--- src/sdc_cfg.svh ---
`ifndef SDC_CFG_SVH
`define SDC_CFG_SVH

// Register offsets (byte addresses from the block base)
`define SDC_BASE_ADDR      32'hFFFF2000
`define SDC_OFF_MAIN       12'h000
`define SDC_OFF_BUF        12'h004
`define SDC_OFF_REF        12'h008
`define SDC_OFF_WBT        12'h00C

// Main configuration field positions
`define SDC_AP_BIT         24
`define SDC_RCD_HI         23
`define SDC_RCD_LO         22
`define SDC_CL_HI          21
`define SDC_CL_LO          20
`define SDC_X16_BIT        19
`define SDC_CKE_ON_BIT     18
`define SDC_CLK_STOP_BIT   17
`define SDC_CS1_BANK_BIT   7
`define SDC_CS1_X8_BIT     6
`define SDC_CS1_BIG_BIT    5
`define SDC_CS0_BANK_BIT   3
`define SDC_CS0_X8_BIT     2
`define SDC_CS0_BIG_BIT    1

// Writable bits and reset values
`define SDC_MAIN_MASK      32'h01FE00EE
`define SDC_MAIN_RESET     32'h01F00000
`define SDC_BUF_MASK       32'h0000000F
`define SDC_BUF_RESET      32'h0000000C
`define SDC_BUSY_BIT       5
`define SDC_REF_MASK       32'h0000FFFF
`define SDC_REF_RESET      32'h00000080
`define SDC_WBT_MASK       32'h0000FFFF
`define SDC_WBT_RESET      32'h00000000

`endif

--- src/sdc_pkg.sv ---
package sdc_pkg;

  // Decoded view of the main configuration register
  typedef struct packed {
    logic       autoPrecharge;
    logic [1:0] rasCasDelaySel;
    logic [1:0] casLatencySel;
    logic       busHalfWidth;
    logic       clockEnableAlwaysOn;
    logic       clockStopEnable;
    logic       cs1FourBanks;
    logic       cs1ByteWideMux;
    logic       cs1LargeDeviceMux;
    logic       cs0FourBanks;
    logic       cs0ByteWideMux;
    logic       cs0LargeDeviceMux;
  } sdc_main_s;

  // Wishbone request bundle
  typedef struct packed {
    logic        cyc;
    logic        stb;
    logic        we;
    logic [3:0]  sel;
    logic [11:0] adr;
    logic [31:0] dat;
  } sdc_wb_req_s;

  typedef enum logic [1:0] {
    SDC_REG_MAIN,
    SDC_REG_BUF,
    SDC_REG_REF,
    SDC_REG_WBT
  } sdc_reg_e;

endpackage

--- src/sdc_reg.sv ---
`timescale 1ns/1ns
// One 32-bit register with byte-lane writes and a writable-bit mask
module sdc_reg #(
  parameter logic [31:0] RESET_VALUE = 32'h00000000,
  parameter logic [31:0] WRITE_MASK  = 32'hFFFFFFFF
) (
  input  wire logic        clk,
  input  wire logic        rst,
  input  wire logic        wrEn,
  input  wire logic [3:0]  sel,
  input  wire logic [31:0] wrData,
  output logic      [31:0] value
);
  logic [31:0] laneMask;
  logic [31:0] next_value;

  // Byte lanes merge with held value; fixed bits stay at reset value
  assign laneMask   = {{8{sel[3]}}, {8{sel[2]}}, {8{sel[1]}}, {8{sel[0]}}} & WRITE_MASK;
  assign next_value = (value & ~laneMask) | (wrData & laneMask);

  // ************************************************************
  // Storage
  // ************************************************************
  always_ff @(posedge clk)
  begin
    if (rst)
      value <= RESET_VALUE;
    else if (wrEn)
      value <= next_value;
  end
endmodule

--- src/sdc_clk_gate.sv ---
`timescale 1ns/1ns
// Memory clock and clock-enable for one device group
module sdc_clk_gate (
  input  wire logic clk,
  input  wire logic rst,
  input  wire logic clockEnableAlwaysOn,
  input  wire logic clockStopEnable,
  input  wire logic csIdle,
  input  wire logic allIdle,
  output logic      cke,
  output logic      clkRun
);
  // ************************************************************
  // Registered outputs
  // ************************************************************
  always_ff @(posedge clk)
  begin
    if (rst)
    begin
      cke    <= 1'b1;
      clkRun <= 1'b1;
    end
    else
    begin
      cke    <= clockEnableAlwaysOn | ~csIdle;
      clkRun <= ~(clockStopEnable & allIdle);
    end
  end
endmodule

--- src/sdram_ctrl_config.sv ---
`timescale 1ns/1ns
`include "sdc_cfg.svh"
module sdram_ctrl_config (
  input  wire logic                clk,
  input  wire logic                rst,
  input  wire sdc_pkg::sdc_wb_req_s wbReq,
  output logic                     wbAck,
  output logic               [31:0] wbDatOut,
  input  wire logic                cs0Busy,
  input  wire logic                cs1Busy,
  output sdc_pkg::sdc_main_s       mainCfg,
  output logic                     writeBufferEn,
  output logic                     readBufferEn,
  output logic               [1:0] initCommand,
  output logic              [15:0] refreshInterval,
  output logic              [15:0] writeBufferFlushDelay,
  output logic                     memClockEnable0,
  output logic                     memClockEnable1,
  output logic                     memClockRun
);
  import sdc_pkg::*;

  // ************************************************************
  // Bus decode
  // ************************************************************
  localparam logic [31:0] BASE = `SDC_BASE_ADDR;

  logic        request;
  logic [31:0] busAddr;
  logic        hitMain;
  logic        hitBuf;
  logic        hitRef;
  logic        hitWbt;
  logic        writeStrobe;
  logic [31:0] mainValue;
  logic [31:0] bufValue;
  logic [31:0] refValue;
  logic [31:0] wbtValue;
  logic [31:0] readMux;
  logic [31:0] bufView;
  logic        ctrlBusy;
  logic        cs0BusySync1;
  logic        cs0BusySync2;
  logic        cs1BusySync1;
  logic        cs1BusySync2;
  logic        cke0Raw;
  logic        cke1Raw;
  logic        runRaw0;
  logic        runRaw1;

  // A request is taken only when ack is low, giving one answer per access
  assign request     = wbReq.cyc & wbReq.stb & ~wbAck;
  assign writeStrobe = request & wbReq.we;

  // Full system address; only the low twelve bits travel on the bus, the rest is the fixed base
  assign busAddr = {BASE[31:12], wbReq.adr};

  // Word-aligned decode; byte enables select lanes
  assign hitMain = busAddr[31:2] == 30'((BASE + {20'h00000, `SDC_OFF_MAIN}) >> 2);
  assign hitBuf  = busAddr[31:2] == 30'((BASE + {20'h00000, `SDC_OFF_BUF}) >> 2);
  assign hitRef  = busAddr[31:2] == 30'((BASE + {20'h00000, `SDC_OFF_REF}) >> 2);
  assign hitWbt  = busAddr[31:2] == 30'((BASE + {20'h00000, `SDC_OFF_WBT}) >> 2);

  // ************************************************************
  // Status inputs
  // ************************************************************
  // Busy comes from the command engine, treated as asynchronous for safety
  always_ff @(posedge clk)
  begin
    if (rst)
    begin
      cs0BusySync1 <= 1'b0;
      cs0BusySync2 <= 1'b0;
      cs1BusySync1 <= 1'b0;
      cs1BusySync2 <= 1'b0;
    end
    else
    begin
      cs0BusySync1 <= cs0Busy;
      cs0BusySync2 <= cs0BusySync1;
      cs1BusySync1 <= cs1Busy;
      cs1BusySync2 <= cs1BusySync1;
    end
  end

  assign ctrlBusy = cs0BusySync2 | cs1BusySync2;

  // ************************************************************
  // Registers
  // ************************************************************
  // Reserved bits are masked out so they hold zero whatever software writes
  sdc_reg #(
    .RESET_VALUE (`SDC_MAIN_RESET),
    .WRITE_MASK  (`SDC_MAIN_MASK)
  ) u_main (
    .clk    (clk),
    .rst    (rst),
    .wrEn   (writeStrobe & hitMain),
    .sel    (wbReq.sel),
    .wrData (wbReq.dat),
    .value  (mainValue)
  );

  sdc_reg #(
    .RESET_VALUE (`SDC_BUF_RESET),
    .WRITE_MASK  (`SDC_BUF_MASK)
  ) u_buf (
    .clk    (clk),
    .rst    (rst),
    .wrEn   (writeStrobe & hitBuf),
    .sel    (wbReq.sel),
    .wrData (wbReq.dat),
    .value  (bufValue)
  );

  sdc_reg #(
    .RESET_VALUE (`SDC_REF_RESET),
    .WRITE_MASK  (`SDC_REF_MASK)
  ) u_ref (
    .clk    (clk),
    .rst    (rst),
    .wrEn   (writeStrobe & hitRef),
    .sel    (wbReq.sel),
    .wrData (wbReq.dat),
    .value  (refValue)
  );

  sdc_reg #(
    .RESET_VALUE (`SDC_WBT_RESET),
    .WRITE_MASK  (`SDC_WBT_MASK)
  ) u_wbt (
    .clk    (clk),
    .rst    (rst),
    .wrEn   (writeStrobe & hitWbt),
    .sel    (wbReq.sel),
    .wrData (wbReq.dat),
    .value  (wbtValue)
  );

  // Busy bit is read-only and reflects live controller state
  assign bufView = bufValue | ({31'h00000000, ctrlBusy} << `SDC_BUSY_BIT);

  // Unmapped offsets inside the window read as zero and still acknowledge
  assign readMux = hitMain ? mainValue :
                   hitBuf  ? bufView :
                   hitRef  ? refValue :
                   hitWbt  ? wbtValue : 32'h00000000;

  // ************************************************************
  // Bus answer: one wait-free cycle after the request
  // ************************************************************
  always_ff @(posedge clk)
  begin
    if (rst)
    begin
      wbAck    <= 1'b0;
      wbDatOut <= 32'h00000000;
    end
    else
    begin
      wbAck <= request;
      if (request & ~wbReq.we)
        wbDatOut <= readMux;
    end
  end

  // ************************************************************
  // Field decode
  // ************************************************************
  assign mainCfg.autoPrecharge       = mainValue[`SDC_AP_BIT];
  assign mainCfg.rasCasDelaySel      = mainValue[`SDC_RCD_HI:`SDC_RCD_LO];
  assign mainCfg.casLatencySel       = mainValue[`SDC_CL_HI:`SDC_CL_LO];
  assign mainCfg.busHalfWidth        = mainValue[`SDC_X16_BIT];
  assign mainCfg.clockEnableAlwaysOn = mainValue[`SDC_CKE_ON_BIT];
  assign mainCfg.clockStopEnable     = mainValue[`SDC_CLK_STOP_BIT];
  assign mainCfg.cs1FourBanks        = mainValue[`SDC_CS1_BANK_BIT];
  assign mainCfg.cs1ByteWideMux      = mainValue[`SDC_CS1_X8_BIT];
  assign mainCfg.cs1LargeDeviceMux   = mainValue[`SDC_CS1_BIG_BIT];
  assign mainCfg.cs0FourBanks        = mainValue[`SDC_CS0_BANK_BIT];
  assign mainCfg.cs0ByteWideMux      = mainValue[`SDC_CS0_X8_BIT];
  assign mainCfg.cs0LargeDeviceMux   = mainValue[`SDC_CS0_BIG_BIT];

  assign writeBufferEn         = bufValue[3];
  assign readBufferEn          = bufValue[2];
  assign initCommand           = bufValue[1:0];
  assign refreshInterval       = refValue[15:0];
  assign writeBufferFlushDelay = wbtValue[15:0];

  // ************************************************************
  // Memory clock and clock-enable control
  // ************************************************************
  // Both gates see the same stop condition; the shared clock runs only while both ask
  sdc_clk_gate u_gate0 (
    .clk                 (clk),
    .rst                 (rst),
    .clockEnableAlwaysOn (mainCfg.clockEnableAlwaysOn),
    .clockStopEnable     (mainCfg.clockStopEnable),
    .csIdle              (~cs0BusySync2),
    .allIdle             (~ctrlBusy),
    .cke                 (cke0Raw),
    .clkRun              (runRaw0)
  );

  sdc_clk_gate u_gate1 (
    .clk                 (clk),
    .rst                 (rst),
    .clockEnableAlwaysOn (mainCfg.clockEnableAlwaysOn),
    .clockStopEnable     (mainCfg.clockStopEnable),
    .csIdle              (~cs1BusySync2),
    .allIdle             (~ctrlBusy),
    .cke                 (cke1Raw),
    .clkRun              (runRaw1)
  );

  assign memClockEnable0 = cke0Raw;
  assign memClockEnable1 = cke1Raw;
  assign memClockRun     = runRaw0 & runRaw1;

  // ************************************************************
  // Checks
  // ************************************************************
  property p_ack_follows;
    @(posedge clk) disable iff (rst)
      (wbReq.cyc & wbReq.stb & ~wbAck) |=> wbAck;
  endproperty
  a_ack_follows: assert property (p_ack_follows) else $error("ack missing");

  property p_ack_one;
    @(posedge clk) disable iff (rst)
      wbAck |=> ~wbAck;
  endproperty
  a_ack_one: assert property (p_ack_one) else $error("ack held");

  property p_main_reset;
    @(posedge clk)
      rst |=> (mainValue == `SDC_MAIN_RESET);
  endproperty
  a_main_reset: assert property (p_main_reset) else $error("bad main reset");

  property p_main_write;
    @(posedge clk) disable iff (rst)
      (writeStrobe & hitMain & (wbReq.sel == 4'hF)) |=>
        (mainValue == ($past(wbReq.dat) & `SDC_MAIN_MASK));
  endproperty
  a_main_write: assert property (p_main_write) else $error("main write lost");

  property p_main_read;
    @(posedge clk) disable iff (rst)
      (request & ~wbReq.we & hitMain) |=> (wbDatOut == $past(mainValue));
  endproperty
  a_main_read: assert property (p_main_read) else $error("main read wrong");

  property p_busy_read;
    @(posedge clk) disable iff (rst)
      (request & ~wbReq.we & hitBuf) |=> (wbDatOut[5] == $past(ctrlBusy));
  endproperty
  a_busy_read: assert property (p_busy_read) else $error("busy bit wrong");

  property p_cke_on;
    @(posedge clk) disable iff (rst)
      mainCfg.clockEnableAlwaysOn ##1 mainCfg.clockEnableAlwaysOn |-> memClockEnable0 & memClockEnable1;
  endproperty
  a_cke_on: assert property (p_cke_on) else $error("cke dropped");

  property p_cke_idle;
    @(posedge clk) disable iff (rst)
      (~mainCfg.clockEnableAlwaysOn & ~cs0BusySync2) |=> ~memClockEnable0;
  endproperty
  a_cke_idle: assert property (p_cke_idle) else $error("idle cke high");

  property p_clk_run;
    @(posedge clk) disable iff (rst)
      ~mainCfg.clockStopEnable |=> memClockRun;
  endproperty
  a_clk_run: assert property (p_clk_run) else $error("clock stopped");

  property p_clk_stop;
    @(posedge clk) disable iff (rst)
      (mainCfg.clockStopEnable & ~ctrlBusy) |=> ~memClockRun;
  endproperty
  a_clk_stop: assert property (p_clk_stop) else $error("clock not stopped");

  property p_unmapped_read;
    @(posedge clk) disable iff (rst)
      (request & ~wbReq.we & ~(hitMain | hitBuf | hitRef | hitWbt)) |=> (wbDatOut == 32'h00000000);
  endproperty
  a_unmapped_read: assert property (p_unmapped_read) else $error("unmapped read not zero");

  property p_busy_sync;
    @(posedge clk) disable iff (rst)
      ctrlBusy == ($past(cs0Busy, 2) | $past(cs1Busy, 2));
  endproperty
  a_busy_sync: assert property (p_busy_sync) else $error("busy status late");
endmodule

--- config.mk ---
export PLATFORM = sky130hd
export DESIGN_NAME = sdram_ctrl_config
export DESIGN_NICKNAME = d
export VERILOG_FILES = /design/src/sdc_pkg.sv /design/src/sdc_reg.sv /design/src/sdc_clk_gate.sv /design/src/sdram_ctrl_config.sv
export VERILOG_INCLUDE_DIRS = /design/src
export SDC_FILE = /design/constraint.sdc
export NUM_CORES = 1
export LEC_CHECK = 0
export BUFFER_PORTS_ARGS = -buffer_cell sky130_fd_sc_hd__buf_2
export CORE_MARGIN = 2
export CORE_UTILIZATION = 30
export CTS_BUF_LIST = sky130_fd_sc_hd__clkbuf_16
export DETAILED_ROUTE_END_ITERATION = 8
export MAX_ROUTING_LAYER = met4
export PLACE_DENSITY = 0.6
export REMOVE_ABC_BUFFERS = 1
export SLEW_MARGIN = 20
export SYNTH_ARGS = -nofsm -noshare
export SYNTH_HDL_FRONTEND = slang
export SYNTH_SLANG_ARGS = --single-unit
--- constraint.sdc ---
create_clock -name clk -period 2.8 [get_ports clk]
set_input_delay 0.42 -clock clk [delete_from_list [all_inputs] [get_ports clk]]
set_output_delay 0.42 -clock clk [all_outputs]
set_load 0.01 [all_outputs]
; ---- After elaboration in Yosys (flattened, before gate mapping)
; Cells that the tools add are included.
[word_totals]
mem_bits_rw = 0
rom_bits = 0
ff_bits = 168
input_bits = 55
n_memories = 0
latchBits = 0
[classes]
mul = 0
reduce_logical = 1
div = 0
bitwise = 31
n_lt_le_gt_ge = 0
n_shift = 0
n_addsub = 0
n_eq_ne = 3
mux = 4
[ops]
columns = cell, count
row1 = $and 32x32->32, 4
row2 = $mux 32, 4
row3 = $or 32x32->32, 4
row4 = $and 32x16->32, 1
row5 = $and 32x25->32, 1
row6 = $and 32x4->32, 1
row7 = $not 16->32, 1
row8 = $not 25->32, 1
row9 = $not 4->32, 1
row10 = $or 32x6->32, 1
row11 = $eq 10x2->1 const B, 2
row12 = $eq 10x1->1 const B, 1
row13 = $logic_not 10->1, 1
row14 = $and 1x1->1, 9
row15 = $not 1->1, 4
row16 = $or 1x1->1, 3

; ---- Longest topological paths before layout
; Gate-level depths: netlist of the first run.
[depth]
depth_word = 5
ltp_mapped = 6
ltp_nobuf = 4

; ---- Hierarchy
; A second synthesis of the first run with hierarchy kept.
[unflattened]
hier_cells = 551
hier_area_um2 = 5054.8
[by_module_without_submodules]
columns = mod, instances, seq_area_each_um2, cells_per_inst, area_per_inst_um2
row1 = sdram_ctrl_config, 1, 740.7, 245, 2143.3
row2 = sdc_reg at u_wbt, 1, 320.3, 90, 872.1
row3 = sdc_reg at u_ref, 1, 320.3, 88, 845.8
row4 = sdc_reg at u_main, 1, 280.3, 76, 713.2
row5 = sdc_reg at u_buf, 1, 80.1, 44, 367.9
row6 = sdc_clk_gate, 2, 40.0, 4, 56.3

; ---- Worst setup path before layout of the first run
; OpenSTA, ideal clock, no wires.
[synth_timing]
path_type = input to register
startpoint = input wbReq[41] in the netlist's numbering
endpoint = register (tool-made name)
t_arrival_ns = 1.980
slack_ns = 0.692
stages = 5
cell_sequence = or4_4 buf_6 nor4_4 mux2i_1 nand2_1
[synth_rtl]
columns = item, line_no
row1 = from (decl), sdram_ctrl_config.sv:6  ; input wire sdc_pkg::sdc_wb_req_s wbReq,

==> run metrics, run 1 <==
outcome=complete, no violations; EDFF count, synth=0; GR Overflow Total=0; Max Clock Freq=474 MHz; number of setup buffers added after CTS=0; # DRC=0; IO buf count=between 100 and 150; CTS H-Tree Depth=3; Hold Fails Final Rpt=0; LEAKAGE=1.97 nW; delay of the slowest cell on the worst path=0.82 ns; Post-Syn Area=0.00335 mm2; ant diodes=0; final wirelength=roughly 9100 um; fin worst setup slack=0.689 ns; first-pass GRT wire length=~14000 um; CP Launch Type=input pin; FF-to-FF path depth=6; post-synthesis average cell area=9.88 um2; path type of the worst setup path=in2reg; RSZ-0062 raised after global routing=false; number of DRC markers in iteration 0=120; slowest CP cell=or4_1; # setup viols final=0; Yosys top cell by area=dfxtp_1; Critical Path Sink Type=register; # resized after CTS=0; worst-margin pin slew=0.577 ns; HP Class=in2reg; VDD IR-drop max=0.199 mV; gp weighted congestion=0.791; register area share after synthesis=49.0%; worst endpoint data arrival time=2.31 ns; Clock Path Buffers=2; Layout area overhead=30.4%; min Tclk post-route=2.11 ns; routed len/inst=15.0 um; row count=38; Initial Util=30.8%; Tot Pwr=2.34 mW; drt first pass iters=4; post-synthesis cell type count=37; Crit path depth=5; pre-CTS setup slack=0.366 ns; Worst slew margin=61.3%; Clock Pin Slew Worst Setup and Hold Paths=0.06 ns; setup TNS=0 ns; initial antenna violation count=0; Nets=520; CP delay by family, top=simple AND/OR/NAND/NOR gates; clock latency on the worst-skew pair=0.33 ns; CTS root buffer=clkbuf_16; ys async rst share=0%; worst hold path depth=2; cts bufs inserted=9; via count=2900; DIE HEIGHT=around 110 um; CTS tree=done; Worst R2R Setup Slack=0.80 ns; WP data required=3.00 ns; largest net degree at the start of global routing=49; number of buffers and inverters on the critical path=1; max-cap viol count=0; pwr/cell area=536 mW/mm2; fin area=around 0.0044 mm2; hold buffer count at cts=0; Max Slew Vio Count=0; number of global-route vias before repair=2727; share of layout cells above drive strength 1=34.3%; YS warnings=0; Final Core Density=around two fifths; FF+latch count, synth=82; Setup Skew=0.00610 ns; Final HPWL DP=a little under 7000 um; routed vias/inst=around 4.8; antenna viol nets, final=0; Die ar.=0.0120 mm2; CP Max Fanout=12; Yosys top cell area share=approximately half; worst-path cell chain=buf_2 -> or3_1 -> or4_1 -> mux2i_1 -> nor2_1; DIE WIDTH=110 um; Most used DFF post-synth=dfxtp_1; GRT Overall Usage=16.0%; total core area=roughly 0.011 mm2; num ports=141; final period utilization=75.4%; TritonCTS Sinks=between 80 and 90; largest cells by area after synthesis=dfxtp_1 (49%), mux2i_1 (18%), nor2_1 (5.8%), nand2_1 (4.5%), nor4_4 (3.8%); Cell Area, Placed=0.00412 mm2; Synth Instances=339
[cell families after synthesis]
group                  share of synthesized area [%]
AND/OR/NAND/NOR                                 20.8
AO/OA/AOI/OAI                                   6.16
multiplexers                                    19.3
other                                          0.112
buffers and inverters                           4.63
flip-flops                                      49.0
[area by class of cell]
class                   instances  area [um2]
fillers                      1118        6520
multi-input cells             235        1590
flip-flops and latches         82        1640
well taps                     140         175
inverters                       2        7.51
clock buffers                   9         225
repair buffers                135         708
clock inverters                 6        25.0
[layer usage]
layer | vias to the layer above | global-route usage, % | wire (um)
met5 | - | - | 0
met4 | 0 | 6.42 | 129
met3 | 10 | 3.97 | 650
met2 | 110 | 24.3 | 4110
met1 | 1365 | 20.3 | 4260
li1 | 1415 | - | -
[Yosys cell counts, types with 2 or more instances]
cell type and number:
inv_1 2, nor3_1 3, nand2_1 40, or4b_2 2, dfxtp_1 82, nor4_4 6
mux2_2 2, a221oi_1 2, a21oi_1 12, nor2_1 52, o21ai_0 14, buf_1 2
nand3b_1 2, mux2i_1 60, or3_1 4, o221ai_1 2, nand3_1 5, clkbuf_1 13
or4_1 3, nor2b_1 5, buf_4 10
[stage by stage]
stage                     instances  hold WS (ns)
after global placement          594         0.420
after CTS                       609         0.293
after floorplan                 319         0.414
after global routing            609         0.290
final                           609         0.301
after detailed placement        594         0.418
[power breakdown]
part | switching, mW | leakage [nW] | internal (mW) | total [mW]
Sequential | 0.00395 | 0.663 | 1.18 | 1.18
Clock | 0.437 | 0.125 | 0.579 | 1.02
Combinational | 0.0888 | 1.18 | 0.0542 | 0.143
[placed cells by master (no fill, tap or decap)]
master / n
a211o_1: 1
mux2i_1: 60
or3_1: 4
buf_4: 13
or4_4: 1
a21o_1: 1
dfxtp_1: 82
clkbuf_16: 9
or4bb_1: 1
and3_1: 1
nor2b_1: 5
a21oi_1: 12
buf_2: 122
a221oi_1: 2
nand2_1: 40
o21ai_1: 1
mux2_2: 2
nand4bb_1: 1
o221ai_1: 2
or4_1: 3
clkinv_2: 2
o221a_2: 1
clkinv_1: 4
nand4b_2: 1
conb_1: 8
nor4bb_2: 1
nor2_1: 52
nand3b_1: 2
or4b_2: 2
nor3_1: 3
nand4_1: 1
o21ai_0: 14
nand3_1: 5
inv_1: 2
mux4_2: 1
nor4_4: 6
a32oi_1: 1
[worst paths after layout]
kind / from / endpoint
worst max-delay path: wbReq[35] / register
worst min-delay path: cs1Busy / cs1BusySync1
worst max register to register: wbAck / register
worst min register to register: register / u_gate1.clkRun
(Power assumes the default switching activity.)
==> inputs of run 2 (changes only) <==
--- a/config.mk
+++ b/config.mk
@@ -6,13 +6,14 @@
 export SDC_FILE = /design/constraint.sdc
 export NUM_CORES = 1
 export LEC_CHECK = 0
+export ABC_AREA = 1
 export BUFFER_PORTS_ARGS = -buffer_cell sky130_fd_sc_hd__buf_2
 export CORE_MARGIN = 2
 export CORE_UTILIZATION = 30
 export CTS_BUF_LIST = sky130_fd_sc_hd__clkbuf_16
 export DETAILED_ROUTE_END_ITERATION = 8
 export MAX_ROUTING_LAYER = met4
-export PLACE_DENSITY = 0.6
+export PLACE_DENSITY = 0.62
 export REMOVE_ABC_BUFFERS = 1
 export SLEW_MARGIN = 20
 export SYNTH_ARGS = -nofsm -noshare
==> constraint.sdc (replaced) <==
create_clock -name clk -period 1.9 [get_ports clk]
set_input_delay 0.285 -clock clk [delete_from_list [all_inputs] [get_ports clk]]
set_output_delay 0.285 -clock clk [all_outputs]
set_load 0.01 [all_outputs]
==> run 2 against run 1 <==
Against the previous run: synthesized area up 3.8%; non-clock buffer count up 1; via count up 17%; global-route usage up 1.2 points; critical path type is now reg2reg; first-iteration DRC count up 48%; routed wire length up 13%; setup slack worse by 0.33 ns; sequential share of layout area down 1.7 points; clock-buffer cell count unchanged.
==> run metrics, run 2 <==
outcome=complete, no violations; Max Clock Freq=649 MHz; total core area=0.0114 mm2 (+4.4%); CP Launch Type=register; number of DRC markers in iteration 0=177 (+48%); Layout fillers=1167 (+4.4%); routed vias/inst=4.63 (-2.7%); HP Class=in2reg; Die ar.=0.0125 mm2 (+3.7%); Final HPWL DP=7420 um (+9.8%); GR Overflow Total=0 (unchanged); num ports=141 (unchanged); post-synthesis cell type count=27 (-27%); Synth Area in Adders=0% (unchanged); most frequent cells after synthesis=nor2_1 (83), dfxtp_1 (82), nand2_1 (73); GRT Overall Usage=17.1% (+1.2 points); Power Internal=2.95 mW (+63%); Net Sw Frac=22.1% (-0.54 points); number of global-route vias before repair=3123 (+15%); largest family of logic cells by synthesized area=simple AND/OR/NAND/NOR gates; post-synthesis average cell area=7.66 um2 (-22%); RSZ-0062 raised after global routing=false; # DRC=0 (unchanged); DIE HEIGHT=112 um (+1.8%); YS warnings=0 (unchanged); largest net degree at the start of global routing=61 (+24%); first-pass GRT wire length=16400 um (+17%); Setup Skew=0.00568 ns (-0.000417 ns); mux cell area share after synthesis=0% (-19 points); cts bufs inserted=9 (unchanged); ys async rst share=0% (unchanged); most common cell after layout, fill and taps aside=buf_2; Yosys top cell area share=47.2% (-1.8 points); Most used DFF post-synth=dfxtp_1; Post-Syn Area=0.00348 mm2 (+3.8%); gp weighted congestion=0.795 (+0.57%); worst endpoint data arrival time=1.81 ns (-0.50 ns); routed len/inst=14.2 um (-5.6%); LEAKAGE=2.34 nW (+19%); most frequent cell after synthesis=nor2_1; initial antenna violation count=0 (unchanged); antenna viol nets, final=0 (unchanged); min Tclk post-route=between 1.5 and 2 ns; Non-Filler Instances=730 (+20%); EDFF count, synth=0 (unchanged); sequential power share=46.0% (-4.4 points); TritonCTS Sinks=82 (unchanged); largest cells by area after synthesis=dfxtp_1 (47%), nor2_1 (9.0%), nand2_1 (7.9%), o21ai_0 (7.3%), nand3_1 (5.6%); FF+latch count, synth=82 (unchanged); most frequent cells in the layout=buf_2 (122), nor2_1 (83), dfxtp_1 (82); Clock Power Share=48.3% (+4.9 points); Clock Path Buffers=2 (unchanged); VDD IR-drop max=0.332 mV (+67%); pwr/cell area=827 mW/mm2 (+54%); final wirelength=10300 um (+13%); # setup viols final=0 (unchanged); number of setup buffers added after CTS=0 (unchanged); IO buf count=122 (unchanged); post-synthesis compound-gate area fraction=12.9% (+6.7 points); Max Slew Vio Count=0 (unchanged); Nets=637 (+23%); Cell Area, Placed=0.00427 mm2 (+3.7%); Initial Util=30.6% (-0.18 points); DIE WIDTH=112 um (+1.8%); CTS root buffer=clkbuf_16; clock latency on the worst-skew pair=0.34 ns (about the same); sw power=838 uW (+58%); fin area=0.00458 mm2 (+4.8%); Cell Count Post-Placement=714 (+20%); CTS H-Tree Depth=3 (unchanged); Clock Pin Slew Worst Setup and Hold Paths=0.06 ns (about the same); Layout area overhead=31.7%; WP data required=2.17 ns (-0.83 ns); Yosys top cell by area=dfxtp_1; XOR/XNOR Fraction of Synth Area=0% (unchanged); max-cap viol count=0 (unchanged); Synth Instances=454 (+34%); Critical Path Sink Type=register; ant diodes=0 (unchanged); Logic pwr share=5.8% (-0.3 points); CP Max Fanout=25 (+13); CTS tree=done; drt first pass iters=5 (+1); path type of the worst setup path=reg2reg; final period utilization=81.1%; Hold Fails Final Rpt=0 (unchanged); Synth Area in Simple Gates=32.3% (+12 points); via count=3382 (+17%); # resized after CTS=0 (unchanged); hold buffer count at cts=0 (unchanged); register area share after synthesis=47.2% (-1.8 points); Tot Pwr=3.79 mW (+62%); share of layout cells above drive strength 1=31.0% (-3.3 points); row count=39 (+2.6%); final hold slack=0.145 ns (-0.156 ns)
[run 2: power by group through the flow]
stage               logic (mW)  registers, mW  clock network [mW]
finish                   0.219           1.74                1.83
floorplan               0.0883           1.79                   0
global placement         0.217           1.78                   0
detailed placement       0.220           1.78                   0
CTS                      0.221           1.74                1.86
global route             0.243           1.74                1.94
[run 2: cell type report]
| type | count | area, um2 | share of cell area [%] |
|---|---|---|---|
| clock buffer | 9 | 225 | 4.92 |
| clock inverter | 7 | 85.1 | 1.86 |
| inverter | 28 | 106 | 2.32 |
| multi-input combinational | 325 | 1600 | 35.0 |
| sequential | 82 | 1640 | 35.8 |
| tap | 143 | 179 | 3.91 |
| timing repair buffer | 136 | 741 | 16.2 |
[run 2: worst max-delay path, stage by stage, from the launching register on]
cell and delay, ns:
dfxtp_1 0.31, nor2_1 0.15, inv_1 0.09, nor2_2 0.10
buf_4 0.33, nand2_2 0.16, nor2_1 0.14, nand2_1 0.06
a21oi_1 0.13
[run 2: worst paths after layout]
path,startpoint,endpoint,slack (ns),cells past startpoint
worst min register to register,cs1BusySync1,cs1BusySync2,0.41,2
worst max register to register,wbAck,wbDatOut[3],0.36,8
worst min-delay path,wbReq[22],register,0.15,3
worst max-delay path,wbAck,wbDatOut[3],0.36,8
[run 2: cell families after synthesis]
group / count (synthesis)
buffers and inverters: 54
flip-flops: 82
AO/OA/AOI/OAI: 85
other: 1
AND/OR/NAND/NOR: 232
[run 2: per-layer routing]
layer,wire length (um),part of all wire (%),GRT usage [%]
met5,0,0,-
met1,4630,45,21.2
met4,166,1.6,6.83
met3,729,7.0,3.76
met2,4820,47,27.2
[run 2: stage by stage]
| stage | TNS, ns | setup WS, ns | utilization, % |
|---|---|---|---|
| after global placement | 0 | 0.137 | 37.6 |
| after floorplan | -0.0219 | -0.0219 | - |
| after global routing | 0 | 0.173 | 40.3 |
| after CTS | 0 | 0.358 | 40.3 |
| final | 0 | 0.360 | 40.3 |
| after detailed placement | 0 | 0.101 | 37.6 |
==> inputs of run 3 (changes only) <==
--- a/config.mk
+++ b/config.mk
@@ -13,7 +13,7 @@
 export CTS_BUF_LIST = sky130_fd_sc_hd__clkbuf_16
 export DETAILED_ROUTE_END_ITERATION = 8
 export MAX_ROUTING_LAYER = met4
-export PLACE_DENSITY = 0.62
+export PLACE_DENSITY = 0.6
 export REMOVE_ABC_BUFFERS = 1
 export SLEW_MARGIN = 20
 export SYNTH_ARGS = -nofsm -noshare
==> constraint.sdc (replaced) <==
create_clock -name clk -period 1.6 [get_ports clk]
set_input_delay 0.24 -clock clk [delete_from_list [all_inputs] [get_ports clk]]
set_output_delay 0.24 -clock clk [all_outputs]
set_load 0.01 [all_outputs]
==> run 3 against run 2 <==
Against the previous run: register-to-register slack worse by 0.21 ns; critical path depth shrank 1; die area unchanged; clock-buffer cell count is the same; final cell count up 1.9%; clock power increased by 16%.
==> run metrics, run 3 (synthesis gave the netlist of run 2 again) <==
outcome=complete, no violations; Max Slew Vio Count=0 (unchanged); Die ar.=0.0125 mm2 (unchanged); Max Clock Freq=687 MHz (+5.9%); # setup viols final=0 (unchanged); RSZ-0062 raised after global routing=true; CP Launch Type=register; final wirelength=10400 um (about the same); CP delay by family, top=buffers and inverters; WP data required=1.82 ns (-0.35 ns); worst endpoint data arrival time=1.67 ns (-0.14 ns); DIE HEIGHT=112 um (unchanged); DIE WIDTH=112 um (unchanged); largest net degree at the start of global routing=35 (-43%); Critical Path Sink Type=register; GRT Overall Usage=17.2% (+0.029 points); row count=39 (unchanged); clock latency on the worst-skew pair=0.34 ns (about the same); Initial Util=30.6% (unchanged); number of DRC markers in iteration 0=200 (+13%); LEAKAGE=2.42 nW (+3.1%); gp weighted congestion=0.789 (-0.80%); routed len/inst=13.9 um (-1.8%); antenna viol nets, final=0 (unchanged); num ports=141 (unchanged); Final HPWL DP=7700 um (+3.7%); GR Overflow Total=0 (unchanged); routed vias/inst=4.66 (+0.53%); setup TNS=0 ns (unchanged); VDD IR-drop max=0.553 mV (+67%); Nets=652 (+2.4%); Cell Count Post-Placement=727 (+1.8%); Clock Pin Slew Worst Setup and Hold Paths=0.06 ns (about the same); TritonCTS Sinks=82 (unchanged); most frequent cells in the layout=buf_2 (122), nor2_1 (83), dfxtp_1 (82); # DRC=0 (unchanged); CTS H-Tree Depth=3 (unchanged); worst-path cell chain=nor2_1 -> inv_1 -> nor2_2 -> clkinvlp_4 -> buf_4 -> o211ai_1 -> a21oi_1; Cell Area, Placed=0.00436 mm2 (+2.0%); hold buffer count at cts=0 (unchanged); path type of the worst setup path=reg2reg; ant diodes=0 (unchanged); share of layout cells above drive strength 1=32.4% (+1.4 points); delay of the slowest cell on the worst path=0.30 ns (-0.03 ns); min Tclk post-route=1.45 ns (-0.0855 ns); max-cap viol count=0 (unchanged); pwr/cell area=953 mW/mm2 (+15%); Layout area overhead=34.5%; slowest CP cell=dfxtp_1; fin area=0.00468 mm2 (+2.2%); drt first pass iters=4 (-1); total core area=0.0114 mm2 (unchanged); cts bufs inserted=9 (unchanged); Setup Skew=0.00379 ns (-0.00189 ns); most common cell after layout, fill and taps aside=buf_2; CTS tree=done; HP Class=in2reg; final period utilization=90.9% (+9.9 points); first-pass GRT wire length=16400 um (+0.21%); CP Max Fanout=4 (-84%); IO buf count=122 (unchanged); number of global-route vias before repair=3194 (+2.3%); Hold Fails Final Rpt=0 (unchanged); Clock Path Buffers=2 (unchanged); number of buffers and inverters on the critical path=3 (+1); CTS root buffer=clkbuf_16; initial antenna violation count=0 (unchanged); via count=3465 (+2.5%); Non-Filler Instances=744 (+1.9%)
-- run 3: layout make-up --
class	count	area [um2]
clock buffers	9	225
clock inverters	6	75.1
fillers	1178	6690
inverters	28	110
multi-input cells	325	1610
flip-flops and latches	82	1640
well taps	143	179
repair buffers	151	841
-- run 3: power breakdown --
part / internal [mW] / switching [mW]
registers: 2.06 / 0.00700
clock network: 1.34 / 0.792
logic: 0.0977 / 0.167
-- run 3: stage by stage --
stage / hold WS [ns] / total power, mW / utilization [%] / worst slack (ns)
2_1_floorplan: 0.302 / 2.23 / - / -0.322
5_1_grt: 0.106 / 4.62 / 41.2 / -0.00684
3_5_place_dp: 0.397 / 2.38 / 38.3 / -0.0175
3_3_place_gp: 0.400 / 2.37 / 38.3 / 0.0273
4_1_cts: 0.0880 / 4.51 / 40.9 / 0.0817
6_report: 0.0962 / 4.46 / 41.2 / 0.145
-- run 3: path summary, 6_finish.rpt --
check	cells past startpoint	to	slack [ns]	start
setup reg to reg	7	wbDatOut[3]	0.15	wbAck
hold / removal	3	register	0.1	wbReq[20]
setup / recovery	7	wbDatOut[3]	0.15	wbAck
hold reg to reg	2	cs0BusySync2	0.40	cs0BusySync1
-- run 3: timing repair --
item                                    CTS  global route
setup buffers                             0             2
resized for setup                         0             2
endpoints found under the setup margin    0             6
-- run 3: tightest hold or removal path: stages --
cell	delay [ns]
buf_2	0.07
nand2_1	0.04
nand3_1	0.05
-- run 3: metal layers --
| layer | routed length, um | global-route usage (%) |
|---|---|---|
| met1 | 4760 | 21.9 |
| met2 | 4810 | 26.1 |
| met3 | 597 | 4.08 |
| met4 | 183 | 7.33 |
| met5 | 0 | - |
